<file path="config.mk">
export PLATFORM = sky130hd
export DESIGN_NAME = sepr_router
export DESIGN_NICKNAME = d
export VERILOG_FILES = /design/src/shared/sepr_pkg.sv /design/src/shared/sepr_pin_if.sv /design/src/design/sepr_router.sv /design/src/design/sepr_pin_driver.sv
export SDC_FILE = /design/constraint.sdc
export NUM_CORES = 1
export LEC_CHECK = 0
export BUFFER_PORTS_ARGS = -buffer_cell sky130_fd_sc_hd__buf_2
export CAP_MARGIN = 20
export CORE_AREA = 2 2 85 87
export DETAILED_ROUTE_END_ITERATION = 7
export DIE_AREA = 0 0 87 89
export PLACE_DENSITY_LB_ADDON = 0.2
export SLEW_MARGIN = 30
export SYNTH_ARGS = -nofsm -noshare
export SYNTH_HDL_FRONTEND = slang
export SYNTH_HIERARCHICAL = 1
export SYNTH_SLANG_ARGS = --single-unit
</file>
<file path="constraint.sdc">
create_clock -name clk -period 4.6 [get_ports clk]
set_input_delay 0.92 -clock clk [delete_from_list [all_inputs] [get_ports clk]]
set_output_delay 0.92 -clock clk [all_outputs]
set_load 0.01 [all_outputs]
</file>
<file path="src/shared/sepr_pkg.sv">
package sepr_pkg;

	// ==========================================================
	// Register map
	localparam logic [7:0] SEPR_OFS_PIN_A_IO      = 8'h53;
	localparam logic [7:0] SEPR_OFS_PIN_B_IO      = 8'h54;
	localparam logic [7:0] SEPR_OFS_HOLD_MODE     = 8'h55;
	localparam logic [7:0] SEPR_OFS_PIN_A_FEATURE = 8'h56;
	localparam logic [7:0] SEPR_OFS_PIN_B_FEATURE = 8'h57;
	localparam logic [7:0] SEPR_OFS_HW_ROUTING    = 8'h58;
	localparam logic [7:0] SEPR_OFS_BOOT_LOAD     = 8'h59;

	// ==========================================================
	// Reset values
	localparam logic [7:0] SEPR_RST_IO        = 8'h00;
	localparam logic [7:0] SEPR_RST_HOLD      = 8'h00;
	localparam logic [7:0] SEPR_RST_FEATURE   = 8'h00;
	localparam logic [7:0] SEPR_RST_HW_ROUTE  = 8'h00;
	localparam logic [7:0] SEPR_RST_BOOT_LOAD = 8'h90;

	// ==========================================================
	// Writable bits; reserved bits read as zero
	localparam logic [7:0] SEPR_MASK_IO        = 8'h1F;
	localparam logic [7:0] SEPR_MASK_HOLD      = 8'h01;
	localparam logic [7:0] SEPR_MASK_FEATURE   = 8'hE0;
	localparam logic [7:0] SEPR_MASK_HW_ROUTE  = 8'h77;
	localparam logic [7:0] SEPR_MASK_BOOT_LOAD = 8'hFF;

	// ==========================================================
	// Field positions, pin io configuration
	localparam int SEPR_IO_TRIG_EDGE   = 0;
	localparam int SEPR_IO_ACTIVE_HIGH = 1;
	localparam int SEPR_IO_DRIVE_TYPE  = 2;
	localparam int SEPR_IO_OUT_EN      = 3;
	localparam int SEPR_IO_IN_EN       = 4;

	// Field positions, hold mode and feature routing
	localparam int SEPR_HOLD_LATCHED   = 0;
	localparam int SEPR_FEAT_ANY_MOT   = 5;
	localparam int SEPR_FEAT_NO_MOT    = 6;
	localparam int SEPR_FEAT_ERROR     = 7;

	// Field positions, hardware event routing (pin b adds the stride)
	localparam int SEPR_HW_FIFO_FULL    = 0;
	localparam int SEPR_HW_FIFO_LEVEL   = 1;
	localparam int SEPR_HW_SAMPLE_FRESH = 2;
	localparam int SEPR_HW_PIN_STRIDE   = 4;

endpackage

</file>
<file path="src/shared/sepr_pin_if.sv">
// ==========================================================
// Per-pin settings and state between router and pin driver
interface sepr_pin_if;
	logic trig_edge;
	logic active_high;
	logic drive_type_select;
	logic out_en;
	logic in_en;
	logic asserted;
	logic pin_in;
	logic pin_out;
	logic pin_oe;
	logic in_event;

	modport ctrl (
		output trig_edge,
		output active_high,
		output drive_type_select,
		output out_en,
		output in_en,
		output asserted,
		output pin_in,
		input  pin_out,
		input  pin_oe,
		input  in_event
	);

	modport drv (
		input  trig_edge,
		input  active_high,
		input  drive_type_select,
		input  out_en,
		input  in_en,
		input  asserted,
		input  pin_in,
		output pin_out,
		output pin_oe,
		output in_event
	);
endinterface

</file>
<file path="src/design/sepr_router.sv">
module sepr_router
	import sepr_pkg::*;
#(
	parameter int NUM_PINS = 2
)
(
	input  wire logic       clk,
	input  wire logic       sys_rst,
	input  wire logic [7:0] reg_addr,
	input  wire logic       reg_wr,
	input  wire logic       reg_rd,
	input  wire logic [7:0] reg_wdata,
	output logic      [7:0] reg_rdata,
	input  wire logic       src_any_motion,
	input  wire logic       src_no_motion,
	input  wire logic       src_error,
	input  wire logic       src_fifo_full,
	input  wire logic       src_fifo_level,
	input  wire logic       src_sample_fresh,
	input  wire logic       status_read,
	input  wire logic       event_pin_a_in,
	output logic            event_pin_a_out,
	output logic            event_pin_a_oe,
	output logic            pin_a_in_event,
	input  wire logic       event_pin_b_in,
	output logic            event_pin_b_out,
	output logic            event_pin_b_oe,
	output logic            pin_b_in_event,
	output logic            boot_start,
	output logic      [7:0] boot_load_value
);

	// ==========================================================
	// Register storage
	logic [7:0] pin_a_io_config_reg;
	logic [7:0] pin_b_io_config_reg;
	logic [7:0] event_hold_mode_reg;
	logic [7:0] pin_a_feature_routing_reg;
	logic [7:0] pin_b_feature_routing_reg;
	logic [7:0] hardware_event_routing_reg;
	logic [7:0] boot_load_control_reg;
	logic [7:0] reg_rdata_reg;
	logic [7:0] reg_rdata_next;
	logic       boot_start_reg;

	// ==========================================================
	// Address decode
	logic wr_pin_a_io;
	logic wr_pin_b_io;
	logic wr_hold;
	logic wr_pin_a_feat;
	logic wr_pin_b_feat;
	logic wr_hw_route;
	logic wr_boot;

	// Write strobes per register
	assign wr_pin_a_io   = reg_wr & (reg_addr == SEPR_OFS_PIN_A_IO);
	assign wr_pin_b_io   = reg_wr & (reg_addr == SEPR_OFS_PIN_B_IO);
	assign wr_hold       = reg_wr & (reg_addr == SEPR_OFS_HOLD_MODE);
	assign wr_pin_a_feat = reg_wr & (reg_addr == SEPR_OFS_PIN_A_FEATURE);
	assign wr_pin_b_feat = reg_wr & (reg_addr == SEPR_OFS_PIN_B_FEATURE);
	assign wr_hw_route   = reg_wr & (reg_addr == SEPR_OFS_HW_ROUTING);
	assign wr_boot       = reg_wr & (reg_addr == SEPR_OFS_BOOT_LOAD);

	// Read data select; unmapped addresses return zero
	always_comb
	begin
		case (reg_addr)
			SEPR_OFS_PIN_A_IO:      reg_rdata_next = pin_a_io_config_reg;
			SEPR_OFS_PIN_B_IO:      reg_rdata_next = pin_b_io_config_reg;
			SEPR_OFS_HOLD_MODE:     reg_rdata_next = event_hold_mode_reg;
			SEPR_OFS_PIN_A_FEATURE: reg_rdata_next = pin_a_feature_routing_reg;
			SEPR_OFS_PIN_B_FEATURE: reg_rdata_next = pin_b_feature_routing_reg;
			SEPR_OFS_HW_ROUTING:    reg_rdata_next = hardware_event_routing_reg;
			SEPR_OFS_BOOT_LOAD:     reg_rdata_next = boot_load_control_reg;
			default:                reg_rdata_next = 8'h00;
		endcase
	end

	// ==========================================================
	// Register writes, reserved bits masked to zero
	always_ff @(posedge clk)
	begin
		if (sys_rst)
		begin
			pin_a_io_config_reg        <= SEPR_RST_IO;
			pin_b_io_config_reg        <= SEPR_RST_IO;
			event_hold_mode_reg        <= SEPR_RST_HOLD;
			pin_a_feature_routing_reg  <= SEPR_RST_FEATURE;
			pin_b_feature_routing_reg  <= SEPR_RST_FEATURE;
			hardware_event_routing_reg <= SEPR_RST_HW_ROUTE;
		end
		else
		begin
			if (wr_pin_a_io)
				pin_a_io_config_reg <= reg_wdata & SEPR_MASK_IO;
			if (wr_pin_b_io)
				pin_b_io_config_reg <= reg_wdata & SEPR_MASK_IO;
			if (wr_hold)
				event_hold_mode_reg <= reg_wdata & SEPR_MASK_HOLD;
			if (wr_pin_a_feat)
				pin_a_feature_routing_reg <= reg_wdata & SEPR_MASK_FEATURE;
			if (wr_pin_b_feat)
				pin_b_feature_routing_reg <= reg_wdata & SEPR_MASK_FEATURE;
			if (wr_hw_route)
				hardware_event_routing_reg <= reg_wdata & SEPR_MASK_HW_ROUTE;
		end
	end

	// Boot load control: stored value plus start pulse on write
	always_ff @(posedge clk)
	begin
		if (sys_rst)
		begin
			boot_load_control_reg <= SEPR_RST_BOOT_LOAD;
			boot_start_reg        <= 1'b0;
		end
		else
		begin
			if (wr_boot)
				boot_load_control_reg <= reg_wdata & SEPR_MASK_BOOT_LOAD;
			boot_start_reg <= wr_boot;
		end
	end

	// Read data register, updated on a read strobe
	always_ff @(posedge clk)
	begin
		if (sys_rst)
			reg_rdata_reg <= 8'h00;
		else if (reg_rd)
			reg_rdata_reg <= reg_rdata_next;
	end

	assign reg_rdata       = reg_rdata_reg;
	assign boot_start      = boot_start_reg;
	assign boot_load_value = boot_load_control_reg;

	// ==========================================================
	// Source routing per pin
	// Each source is gated by its own route bit, then all are ORed.
	// Routing is purely combinational so a source change reaches
	// the pin driver flop in the same cycle; latching adds no delay.
	logic [NUM_PINS-1:0] feat_any_a;
	logic [7:0]          feat_cfg [NUM_PINS];
	logic [2:0]          hw_cfg   [NUM_PINS];
	logic [NUM_PINS-1:0] feat_hit;
	logic [NUM_PINS-1:0] hw_hit;
	logic                pin_a_fifo_full_route;
	logic                pin_a_fifo_level_route;
	logic                pin_a_sample_fresh_route;
	logic                pin_b_fifo_full_route;
	logic                pin_b_fifo_level_route;
	logic                pin_b_sample_fresh_route;

	// Hardware event routing fields
	assign pin_a_fifo_full_route    = hardware_event_routing_reg[SEPR_HW_FIFO_FULL];
	assign pin_a_fifo_level_route   = hardware_event_routing_reg[SEPR_HW_FIFO_LEVEL];
	assign pin_a_sample_fresh_route = hardware_event_routing_reg[SEPR_HW_SAMPLE_FRESH];
	assign pin_b_fifo_full_route    = hardware_event_routing_reg[SEPR_HW_PIN_STRIDE + SEPR_HW_FIFO_FULL];
	assign pin_b_fifo_level_route   = hardware_event_routing_reg[SEPR_HW_PIN_STRIDE + SEPR_HW_FIFO_LEVEL];
	assign pin_b_sample_fresh_route = hardware_event_routing_reg[SEPR_HW_PIN_STRIDE + SEPR_HW_SAMPLE_FRESH];

	// Routing fields gathered per pin index
	assign feat_cfg[0] = pin_a_feature_routing_reg;
	assign feat_cfg[1] = pin_b_feature_routing_reg;
	assign hw_cfg[0]   = {pin_a_sample_fresh_route, pin_a_fifo_level_route, pin_a_fifo_full_route};
	assign hw_cfg[1]   = {pin_b_sample_fresh_route, pin_b_fifo_level_route, pin_b_fifo_full_route};

	// Per-pin gating of every source by its route bit
	for (genvar r = 0; r < NUM_PINS; r++)
	begin : g_route
		logic any_mot_hit;
		logic no_mot_hit;
		logic error_hit;
		logic fifo_full_hit;
		logic fifo_level_hit;
		logic sample_fresh_hit;

		// Feature engine sources
		assign any_mot_hit      = feat_cfg[r][SEPR_FEAT_ANY_MOT] & src_any_motion;
		assign no_mot_hit       = feat_cfg[r][SEPR_FEAT_NO_MOT] & src_no_motion;
		assign error_hit        = feat_cfg[r][SEPR_FEAT_ERROR] & src_error;
		// Hardware event sources
		assign fifo_full_hit    = hw_cfg[r][0] & src_fifo_full;
		assign fifo_level_hit   = hw_cfg[r][1] & src_fifo_level;
		assign sample_fresh_hit = hw_cfg[r][2] & src_sample_fresh;

		assign feat_hit[r] = any_mot_hit | no_mot_hit | error_hit;
		assign hw_hit[r]   = fifo_full_hit | fifo_level_hit | sample_fresh_hit;
	end

	// OR of all routed sources, before polarity and drive
	assign feat_any_a = feat_hit | hw_hit;

	// ==========================================================
	// Per-pin hold logic and driver
	logic [NUM_PINS-1:0] hold_reg;
	logic [NUM_PINS-1:0] hold_next;
	logic [NUM_PINS-1:0] hold_keep;
	logic [NUM_PINS-1:0] asserted;
	logic [NUM_PINS-1:0] pin_in_vec;
	logic [NUM_PINS-1:0] pin_out_vec;
	logic [NUM_PINS-1:0] pin_oe_vec;
	logic [NUM_PINS-1:0] in_event_vec;
	logic                latched_mode;

	assign latched_mode = event_hold_mode_reg[SEPR_HOLD_LATCHED];
	assign pin_in_vec   = {event_pin_b_in, event_pin_a_in};

	// Held state survives unless the host read the status
	assign hold_keep = hold_reg & {NUM_PINS{~status_read}};
	// Set wins over the status-read clear; leaving hold mode drops it
	assign hold_next = latched_mode ? (feat_any_a | hold_keep)
		: {NUM_PINS{1'b0}};
	assign asserted  = feat_any_a | hold_reg;

	// Latch storage
	always_ff @(posedge clk)
	begin
		if (sys_rst)
			hold_reg <= '0;
		else
			hold_reg <= hold_next;
	end

	sepr_pin_if pin_if [NUM_PINS] ();

	// One driver per pin with its own io configuration
	for (genvar g = 0; g < NUM_PINS; g++)
	begin : g_pin
		logic [7:0] io_cfg;

		assign io_cfg = (g == 0) ? pin_a_io_config_reg : pin_b_io_config_reg;

		assign pin_if[g].trig_edge         = io_cfg[SEPR_IO_TRIG_EDGE];
		assign pin_if[g].active_high       = io_cfg[SEPR_IO_ACTIVE_HIGH];
		assign pin_if[g].drive_type_select = io_cfg[SEPR_IO_DRIVE_TYPE];
		assign pin_if[g].out_en            = io_cfg[SEPR_IO_OUT_EN];
		assign pin_if[g].in_en             = io_cfg[SEPR_IO_IN_EN];
		assign pin_if[g].asserted          = asserted[g];
		assign pin_if[g].pin_in            = pin_in_vec[g];
		assign pin_out_vec[g]              = pin_if[g].pin_out;
		assign pin_oe_vec[g]               = pin_if[g].pin_oe;
		assign in_event_vec[g]             = pin_if[g].in_event;

		sepr_pin_driver u_drv (
			.clk     (clk),
			.sys_rst (sys_rst),
			.pin     (pin_if[g])
		);
	end

	// Driver outputs are flip-flops inside the pin driver
	assign event_pin_a_out = pin_out_vec[0];
	assign event_pin_a_oe  = pin_oe_vec[0];
	assign pin_a_in_event  = in_event_vec[0];
	assign event_pin_b_out = pin_out_vec[1];
	assign event_pin_b_oe  = pin_oe_vec[1];
	assign pin_b_in_event  = in_event_vec[1];

endmodule

</file>
<file path="src/design/sepr_pin_driver.sv">
module sepr_pin_driver
	import sepr_pkg::*;
(
	input  wire logic clk,
	input  wire logic sys_rst,
	sepr_pin_if.drv   pin
);

	// ==========================================================
	// Output stage
	logic active_level;
	logic drive_now;
	logic pin_out_reg;
	logic pin_oe_reg;

	// Active level follows polarity
	assign active_level = pin.asserted ? pin.active_high : ~pin.active_high;
	// Open drain never drives the inactive level
	assign drive_now = pin.out_en & (pin.asserted | ~pin.drive_type_select);

	// Register pin drive
	always_ff @(posedge clk)
	begin
		if (sys_rst)
		begin
			pin_out_reg <= 1'b0;
			pin_oe_reg  <= 1'b0;
		end
		else
		begin
			pin_out_reg <= active_level;
			pin_oe_reg  <= drive_now;
		end
	end

	assign pin.pin_out = pin_out_reg;
	assign pin.pin_oe  = pin_oe_reg;

	// ==========================================================
	// Input stage
	logic at_active;
	logic prev_reg;
	logic in_event_reg;
	logic in_event_next;

	// Pin level seen at its configured active polarity
	assign at_active = pin.pin_in ~^ pin.active_high;
	// Level or rising-into-active edge, only while input enabled
	assign in_event_next = pin.in_en & (pin.trig_edge ? (at_active & ~prev_reg) : at_active);

	// Register input sampling
	always_ff @(posedge clk)
	begin
		if (sys_rst)
		begin
			prev_reg     <= 1'b0;
			in_event_reg <= 1'b0;
		end
		else
		begin
			prev_reg     <= pin.in_en & at_active;
			in_event_reg <= in_event_next;
		end
	end

	assign pin.in_event = in_event_reg;

endmodule

</file>
==> results_dict.tcl, run 1 <==
set metrics [dict create \
    synth_compound_area_frac 0.1204 \
    area_growth_pct 17.85 \
    avgSynthCellArea_sq_um 10.16 \
    grt_pass1_wl_um 8901 \
    worstSetupStartpoint "reg_addr[0]" \
    setup_violations 0 \
    fp.dieW_um 87 \
    intPower_mw 0.6275 \
    ant_nets 0 \
    cp-end-kind "flop" \
    seqPwrFrac 0.541 \
    clock-sinks 50 \
    status "completed" \
    r2r-end "reg_rdata[4]" \
    cts_resized 0 \
    grt_remaining_overflow 0 \
    p_leak_nw 1.009 \
    clock_skew_ns 0.007994 \
    syn-num-nets 258 \
    seqCellArea_sq_um 1001 \
    ys_async_sr_fraction 0 \
    rows 30 \
    p_clk_frac 0.387 \
    yosys.area_share.xor_xnor 0.01505 \
    synth_top_area_frac 0.4301 \
    multi_input_area_sq_um 1247 \
    ys.flop_type "dfxtp_1" \
    power_frac_comb 0.072 \
    netlist_area_sq_um 2327 \
    fillers 681 \
    synth.distinct_cells 40 \
    setup_tns_ns 0 \
    ys_seq_area_frac 0.4301 \
    avgRoutedWirePerCell_um 15.67 \
    synth_edf_count 0 \
    synth_top_cell_by_area "dfxtp_1" \
    ys_ff_latch 50 \
    critical_path_arrival_ns 2.49 \
    pre_cts_ws_ns 1.996 \
    htree_levels 2 \
    grt_max_degree 44 \
    firstDrtPassIters 4 \
    port_buffers 51 \
    fp.dieH_um 89 \
    drc 0 \
    hold_path_class "flop to flop" \
    rr_worst_depth 4 \
    postCtsSetupRepairBufs 0 \
    relSlewSlack 0.6071 \
    cts.clk_slew.worst_paths_ns 0.09 \
    largest_reg_flops 10 \
    antenna_found_initial 0 \
    synthMuxAreaShare 0.1462 \
    num_vias 1861 \
    worstPathMaxFanout 24 \
    cp-endpoint "g_pin[0].io_cfg[3]" \
    critPathLaunchType "input port" \
    highest_layer "met4" \
    drt_iter0_markers 96 \
    peakVddDrop_uv 116.3 \
    antenna_cells 0 \
    fin_ws_ns 2.288 \
    synth_top_family_by_area "simple AND/OR/NAND/NOR gates" \
    max_cap_violations 0 \
    timing.rr.start "g_pin[1].io_cfg[4]" \
    path_class "input port to flop" \
    switching_share 0.2177 \
    fin_area_sq_um 2743 \
    netlist_top_cells_count "dfxtp_1 (50), nor2_1 (38), mux2i_1 (34), a22oi_1 (13), nand2_1 (10)" \
    r2r_slack_ns 3.32 \
    grt_pass1_vias 1766 \
    dp_hpwl_um 4210 \
    ys_warn_count 6 \
    post-synth-top-count-cell "dfxtp_1" \
    coreArea_sq_um 6719 \
    cts_tree "yes" \
    routed_wl_um 5611 \
    die_area_sq_um 7743 \
    numCtsBuffers 5 \
    power_switching_mw 0.1746 \
    grt.total_usage 0.1494 \
    place_area_sq_um 2630 \
    synthCells 229 \
    nets 307 \
    io_pins 52 \
    synth_area_leaders "dfxtp_1 (43%), mux2i_1 (15%), nor2_1 (6.1%), a22oi_1 (4.2%), nor4_4 (2.7%)" \
    min_period_over_period 0.5026 \
    initial_core_util 0.3464 \
    clock_path_buffers 2 \
    drt-met1-wl_um 2655 \
    utilization 0.4082 \
    met3WireLength_um 198 \
    place_congestion 0.8138 \
    slew_violations 0 \
    yosys.area_share.simple 0.2543 \
    cts_root_buf "clkbuf_8" \
    drive_gt1_frac 0.2590 \
    worstSkewPairLatency_ns 0.30 \
    tightestPinTransition_ns 0.5849 \
    dr_wl_met2_um 2716 \
    yosys.area_share.adder 0 \
    hold_viol_final 0 \
    max_freq_mhz 432.5 \
    vias_per_cell 5.198 \
    hold_buffers 0 \
    period_needed_ns 2.312 \
    power_mw 0.8021 \
    rsz0062_at_grt "no" \
    powerDensity_nw_per_um2 292.5 \
    cp.required_ns 4.78 \
]
==> worst max-delay path, cell delays in order <==
cell and delay, ns:
buf_2 0.42, nand2_1 0.31, nor4_4 0.54, mux2i_1 0.24, nor2_1 0.05
==> per-layer routing <==
metal / track usage / vias to the layer above
met5: 0 / -
met4: 0.04261 / 0
met3: 0.02862 / 2
met2: 0.2484 / 43
met1: 0.1980 / 883
li1: - / 933
==> per-stage QoR <==
stage	hold WS, ns	cells
floorplan	0.4014	229
global placement	0.4062	351
detailed placement	0.4164	351
CTS	0.4295	358
global route	0.4379	358
finish	0.4223	358
==> layout by cell type (no fill, tap or decap), types with 2 or more instances in the layout <==
cell type / count
a211oi_2: 2
a21oi_1: 3
a22oi_1: 13
a32o_1: 2
a41oi_1: 2
buf_2: 51
buf_4: 2
clkbuf_8: 6
dfxtp_1: 50
inv_1: 3
mux2i_1: 34
nand2_1: 10
nand2b_1: 6
nand2b_4: 2
nand3b_1: 2
nand4b_1: 6
nor2_1: 38
nor2b_1: 5
nor3_1: 3
nor3b_1: 3
nor4_1: 2
nor4_4: 3
nor4b_4: 2
o21ai_1: 6
o311ai_1: 2
o32a_1: 3
or4bb_1: 3
xor2_1: 4
==> cells by family after synthesis <==
group,Yosys count
compound gates,37
xor+xnor,4
buf+inv,14
flops,50
mux,34
simple gates,90
==> worst min-delay path by stage <==
| stage | startpoint | endpoint | slack [ns] | depth (start not counted) |
|---|---|---|---|---|
| after floorplan | g_pin[0].u_drv/prev_reg | g_pin[0].u_drv/pin.in_event | 0.40 | 1 |
| after global placement | g_pin[0].u_drv/prev_reg | g_pin[0].u_drv/pin.in_event | 0.41 | 1 |
| after detailed placement | g_pin[0].u_drv/prev_reg | g_pin[0].u_drv/pin.in_event | 0.42 | 1 |
| after CTS | g_pin[0].u_drv/prev_reg | g_pin[0].u_drv/pin.in_event | 0.43 | 1 |
| after global routing | g_pin[0].u_drv/prev_reg | g_pin[0].u_drv/pin.in_event | 0.44 | 1 |
| final | g_pin[1].u_drv/prev_reg | g_pin[1].u_drv/pin.in_event | 0.42 | 1 |
==> final cells by class <==
type | instances | share of cell area
Clock buffer | 6 | 0.03011
Clock inverter | 1 | 0.01095
Inverter | 3 | 0.004106
Multi-Input combinational cell | 165 | 0.4548
Sequential cell | 50 | 0.3650
Tap cell | 80 | 0.03650
Timing Repair Buffer | 53 | 0.09854
==> power groups by stage <==
stage          clock network [mW]  registers (mW)  logic [mW]
2_1_floorplan                   0           0.445      0.0319
3_3_place_gp                    0           0.444      0.0573
3_5_place_dp                    0           0.445      0.0577
4_1_cts                     0.321           0.434      0.0580
5_1_grt                     0.337           0.435      0.0626
6_report                    0.310           0.434      0.0575
Power figures use the tool's default switching activity.
==> inputs of run 2 (changes only) <==
==> constraint.sdc (replaced) <==
create_clock -name clk -period 2 [get_ports clk]
set_input_delay 0.4 -clock clk [delete_from_list [all_inputs] [get_ports clk]]
set_output_delay 0.4 -clock clk [all_outputs]
set_load 0.01 [all_outputs]
==> results_dict.tcl, run 2 (synthesis gave the netlist of run 1 again) <==
set metrics [dict create \
    status "completed" \
    min_path_cells 3 \
    tightestPinTransition_ns 0.4870 \
    avgRoutedWirePerCell_um 15.74 \
    fp.dieH_um 89 \
    vias_per_cell 5.118 \
    clock_path_buffers 2 \
    firstDrtPassIters 4 \
    antenna_cells 0 \
    slew_violations 0 \
    io_pins 52 \
    peakVddDrop_uv 316.7 \
    htree_levels 2 \
    cp.depth 5 \
    power_switching_mw 0.4427 \
    crit_buf_inv 1 \
    grt_pass1_wl_um 9170 \
    critPathLaunchType "input port" \
    largest_reg_flops 10 \
    hold_viol_final 0 \
    dp_hpwl_um 4403 \
    path_class "input port to flop" \
    seqPwrFrac 0.563 \
    antenna_found_initial 0 \
    seqCellArea_sq_um 1001 \
    fillers 699 \
    rows 30 \
    clock-sinks 50 \
    numCtsBuffers 5 \
    clock_skew_ns 0.01464 \
    slowest_delay_ns 0.53 \
    period_needed_ns 1.538 \
    hold_path_class "input port to flop" \
    setup_violations 0 \
    p_clk_frac 0.360 \
    cp-end-kind "flop" \
    power_mw 1.775 \
    cts_tree "yes" \
    multi_input_area_sq_um 1247 \
    port_buffers 51 \
    drt_iter0_markers 133 \
    cp_top_family "simple AND/OR/NAND/NOR gates" \
    ant_nets 0 \
    holdWs_ns 0.3454 \
    nets 313 \
    setup_tns_ns 0 \
    powerDensity_nw_per_um2 639.7 \
    fin_ws_ns 0.4623 \
    p_leak_nw 1.034 \
    coreArea_sq_um 6719 \
    pre_cts_ws_ns 0.1607 \
    grt_max_degree 42 \
    final_common_cell "buf_2" \
    crit_chain "buf_2 -> nand2_1 -> nor4_4 -> mux2i_1 -> nor2_1" \
    rsz0062_at_grt "no" \
    routed_wl_um 5744 \
    cts_root_buf "clkbuf_8" \
    postCtsSetupRepairBufs 0 \
    max_cap_violations 0 \
    switching_share 0.2494 \
    fp.dieW_um 87 \
    cp.required_ns 2.20 \
    power_frac_comb 0.077 \
    hold_buffers 0 \
    intPower_mw 1.332 \
    layout_common_cells "buf_2 (51), dfxtp_1 (50), nor2_1 (38)" \
    max_freq_mhz 650.3 \
    grt.total_usage 0.1556 \
    initial_core_util 0.3464 \
    place_congestion 0.8608 \
    critical_path_arrival_ns 1.73 \
    num_vias 1868 \
    cts_resized 0 \
    min_period_over_period 0.7689 \
    cpMaxStageDelayCell "nor4_4" \
    drc 0 \
    worstPathMaxFanout 17 \
    die_area_sq_um 7743 \
    grt_remaining_overflow 0 \
    cts.clk_slew.worst_paths_ns 0.10 \
    area_growth_pct 19.25 \
    worstSkewPairLatency_ns 0.31 \
    grt_pass1_vias 1771 \
    rr_worst_depth 4 \
    drive_gt1_frac 0.2772 \
    relSlewSlack 0.6729 \
]
[run 2: changes by cell type in the layout (fill, tap and decap cells not counted), sizes merged]
| cell | previous run | this run |
|---|---|---|
| buf | 53 | 59 |
| bufinv | 1 | 0 |
| clkinv | 0 | 2 |
[run 2: per-stage QoR]
step	std cells	cell area (sq um)	utilization
floorplan	229	2327	-
global placement	357	2675	0.3981
detailed placement	357	2675	0.3981
CTS	365	2775	0.4130
global route	365	2775	0.4130
finish	365	2775	0.4130
[run 2: power by group through the flow]
stage          Combinational, mW  Sequential [mW]  Clock, mW
3_3_place_gp               0.137             1.02          0
6_report                   0.137            0.999      0.640
3_5_place_dp               0.138             1.02          0
4_1_cts                    0.138            0.999      0.656
2_1_floorplan             0.0734             1.02          0
5_1_grt                    0.150             1.00      0.694
[run 2: worst paths after layout]
kind / startpoint / end / slack [ns]
max: reg_addr[0] / g_pin[0].io_cfg[3] / 0.46
max reg2reg: g_pin[1].io_cfg[4] / reg_rdata[4] / 0.68
min: event_pin_a_in / g_pin[0].u_drv/prev_reg / 0.35
min reg2reg: g_pin[1].u_drv/prev_reg / g_pin[1].u_drv/pin.in_event / 0.42
[run 2: worst register-to-register path, cell delays in order, from the launching register on]
cell and delay [ns]:
dfxtp_1 0.42, or4bb_1 0.41, o311ai_1 0.14, a22oi_1 0.15, o21ai_1 0.14
[run 2: routing by layer]
metal / GRT usage / vias to the layer above / routed length (um) / part of all wire
met2: 0.2429 / 36 / 2661 / 0.46
met1: 0.2153 / 878 / 2773 / 0.48
li1: - / 946 / - / -
met4: 0.06534 / 0 / 124 / 0.022
met5: 0 / - / 0 / 0
met3: 0.02308 / 8 / 184 / 0.032
[run 2: cell type report]
cell class / count / share of cell area
clock buffer: 6 / 0.02976
clock inverter: 2 / 0.006312
timing repair buffer: 59 / 0.1136
multi-input combinational: 165 / 0.4495
inverter: 3 / 0.004058
tap: 80 / 0.03607
sequential: 50 / 0.3607
==> inputs of run 3 (changes only) <==
==> constraint.sdc (replaced) <==
create_clock -name clk -period 1.49 [get_ports clk]
set_input_delay 0.298 -clock clk [delete_from_list [all_inputs] [get_ports clk]]
set_output_delay 0.298 -clock clk [all_outputs]
set_load 0.01 [all_outputs]
==> results_dict.tcl, run 3 (synthesis gave the netlist of run 1 again) <==
set metrics [dict create \
    cts_resized 0 \
    max_cap_violations 0 \
    numCtsBuffers 5 \
    tightestPinTransition_ns 0.4562 \
    fp.dieW_um 87 \
    utilization 0.4365 \
    final_common_cell "buf_2" \
    initial_core_util 0.3464 \
    max_freq_mhz 775.0 \
    cts.clk_slew.worst_paths_ns 0.09 \
    ant_nets 0 \
    worstPathMaxFanout 13 \
    rsz0062_at_grt "no" \
    status "completed" \
    relSlewSlack 0.6920 \
    met3WireLength_um 215 \
    clock-sinks 50 \
    p_leak_nw 1.128 \
    antenna_found_initial 0 \
    hold_viol_final 0 \
    dp_hpwl_um 4519 \
    routed_wl_um 5669 \
    seqPwrFrac 0.553 \
    grt_remaining_overflow 0 \
    cts_tree "yes" \
    grt.total_usage 0.1556 \
    dr_wl_met2_um 2610 \
    drt-met1-wl_um 2724 \
    switching_share 0.2348 \
    fp.dieH_um 89 \
    power_switching_mw 0.5696 \
    postCtsSetupRepairBufs 0 \
    firstDrtPassIters 4 \
    antenna_cells 0 \
    clock_path_buffers 2 \
    nets 330 \
    hold_buffers 0 \
    htree_levels 2 \
    rows 30 \
    period_needed_ns 1.290 \
    vias_per_cell 4.995 \
    critPathLaunchType "input port" \
    worstSkewPairLatency_ns 0.30 \
    avgRoutedWirePerCell_um 14.84 \
    coreArea_sq_um 6719 \
    num_vias 1908 \
    io_pins 52 \
    die_area_sq_um 7743 \
    powerDensity_nw_per_um2 827.3 \
    area_growth_pct 26.02 \
    grt_max_degree 24 \
    peakVddDrop_uv 375.1 \
    intPower_mw 1.857 \
    drc 0 \
    critical_path_arrival_ns 1.48 \
    place_congestion 0.8381 \
    power_frac_comb 0.088 \
    highest_layer "met4" \
    cp.required_ns 1.68 \
    hold_path_class "input port to flop" \
    clock_skew_ns 0.002356 \
    path_class "input port to flop" \
    p_clk_frac 0.359 \
    cts_root_buf "clkbuf_8" \
    drt_iter0_markers 101 \
    setup_tns_ns 0 \
    min_period_over_period 0.8660 \
    layout_common_cells "buf_2 (51), dfxtp_1 (50), nor2_1 (38)" \
    setup_violations 0 \
    drive_gt1_frac 0.3179 \
    port_buffers 51 \
    slew_violations 0 \
    cp-end-kind "flop" \
    grt_pass1_vias 1803 \
    grt_pass1_wl_um 9170 \
    largest_reg_flops 10 \
]
==> run 3: cell types whose count changed in the layout (fill, tap and decap cells not counted) <==
cell,delta
clkinv_4,-1
buf_12,+2
clkbuf_8,+1
buf_4,+15
==> run 3: per-stage QoR <==
step / instance area, sq um / hold slack [ns] / total power [mW] / worst slack, ns / cells
2_1_floorplan: 2327 / 0.3704 / 1.472 / 0.01910 / 229
3_3_place_gp: 2828 / 0.4080 / 1.587 / -0.1277 / 374
3_5_place_dp: 2828 / 0.4104 / 1.588 / -0.1281 / 374
4_1_cts: 2933 / 0.2594 / 2.458 / 0.1980 / 382
5_1_grt: 2933 / 0.2598 / 2.526 / 0.1022 / 382
6_report: 2933 / 0.2587 / 2.426 / 0.1997 / 382
==> run 3: power groups by stage <==
stage / clock network [mW] / registers [mW] / logic (mW)
3_5_place_dp: 0 / 1.37 / 0.216
2_1_floorplan: 0 / 1.37 / 0.0985
5_1_grt: 0.950 / 1.34 / 0.235
3_3_place_gp: 0 / 1.37 / 0.215
6_report: 0.872 / 1.34 / 0.214
4_1_cts: 0.901 / 1.34 / 0.216
==> run 3: worst max-delay path, cell delays in order <==
cell,delay (ns)
buf_2,0.09
nand4bb_1,0.17
buf_4,0.22
nor4b_4,0.26
buf_4,0.20
mux2i_1,0.19
nor2_1,0.05
==> run 3: metal layers <==
metal,track usage,vias up
met5,0,-
met3,0.02955,8
li1,-,978
met4,0.05540,0
met2,0.2436,38
met1,0.2146,884
==> run 3: path summary, 6_finish.rpt <==
check	startpoint	to	slack [ns]	cells past startpoint
setup reg to reg	g_pin[1].io_cfg[1]	reg_rdata[1]	0.22	4
hold / removal	reg_wdata[7]	pin_b_feature_routing_reg[7]	0.26	3
setup / recovery	reg_addr[7]	g_pin[1].io_cfg[3]	0.20	7
hold reg to reg	g_pin[0].u_drv/prev_reg	g_pin[0].u_drv/pin.in_event	0.42	1
==> run 3: layout make-up <==
class / count / area, sq um
fillers: 694 / 3786
flip-flops and latches: 50 / 1001
clock inverters: 1 / 8.758
clock buffers: 7 / 96.34
inverters: 3 / 11.26
well taps: 80 / 100.1
multi-input cells: 165 / 1247
repair buffers: 76 / 467.9
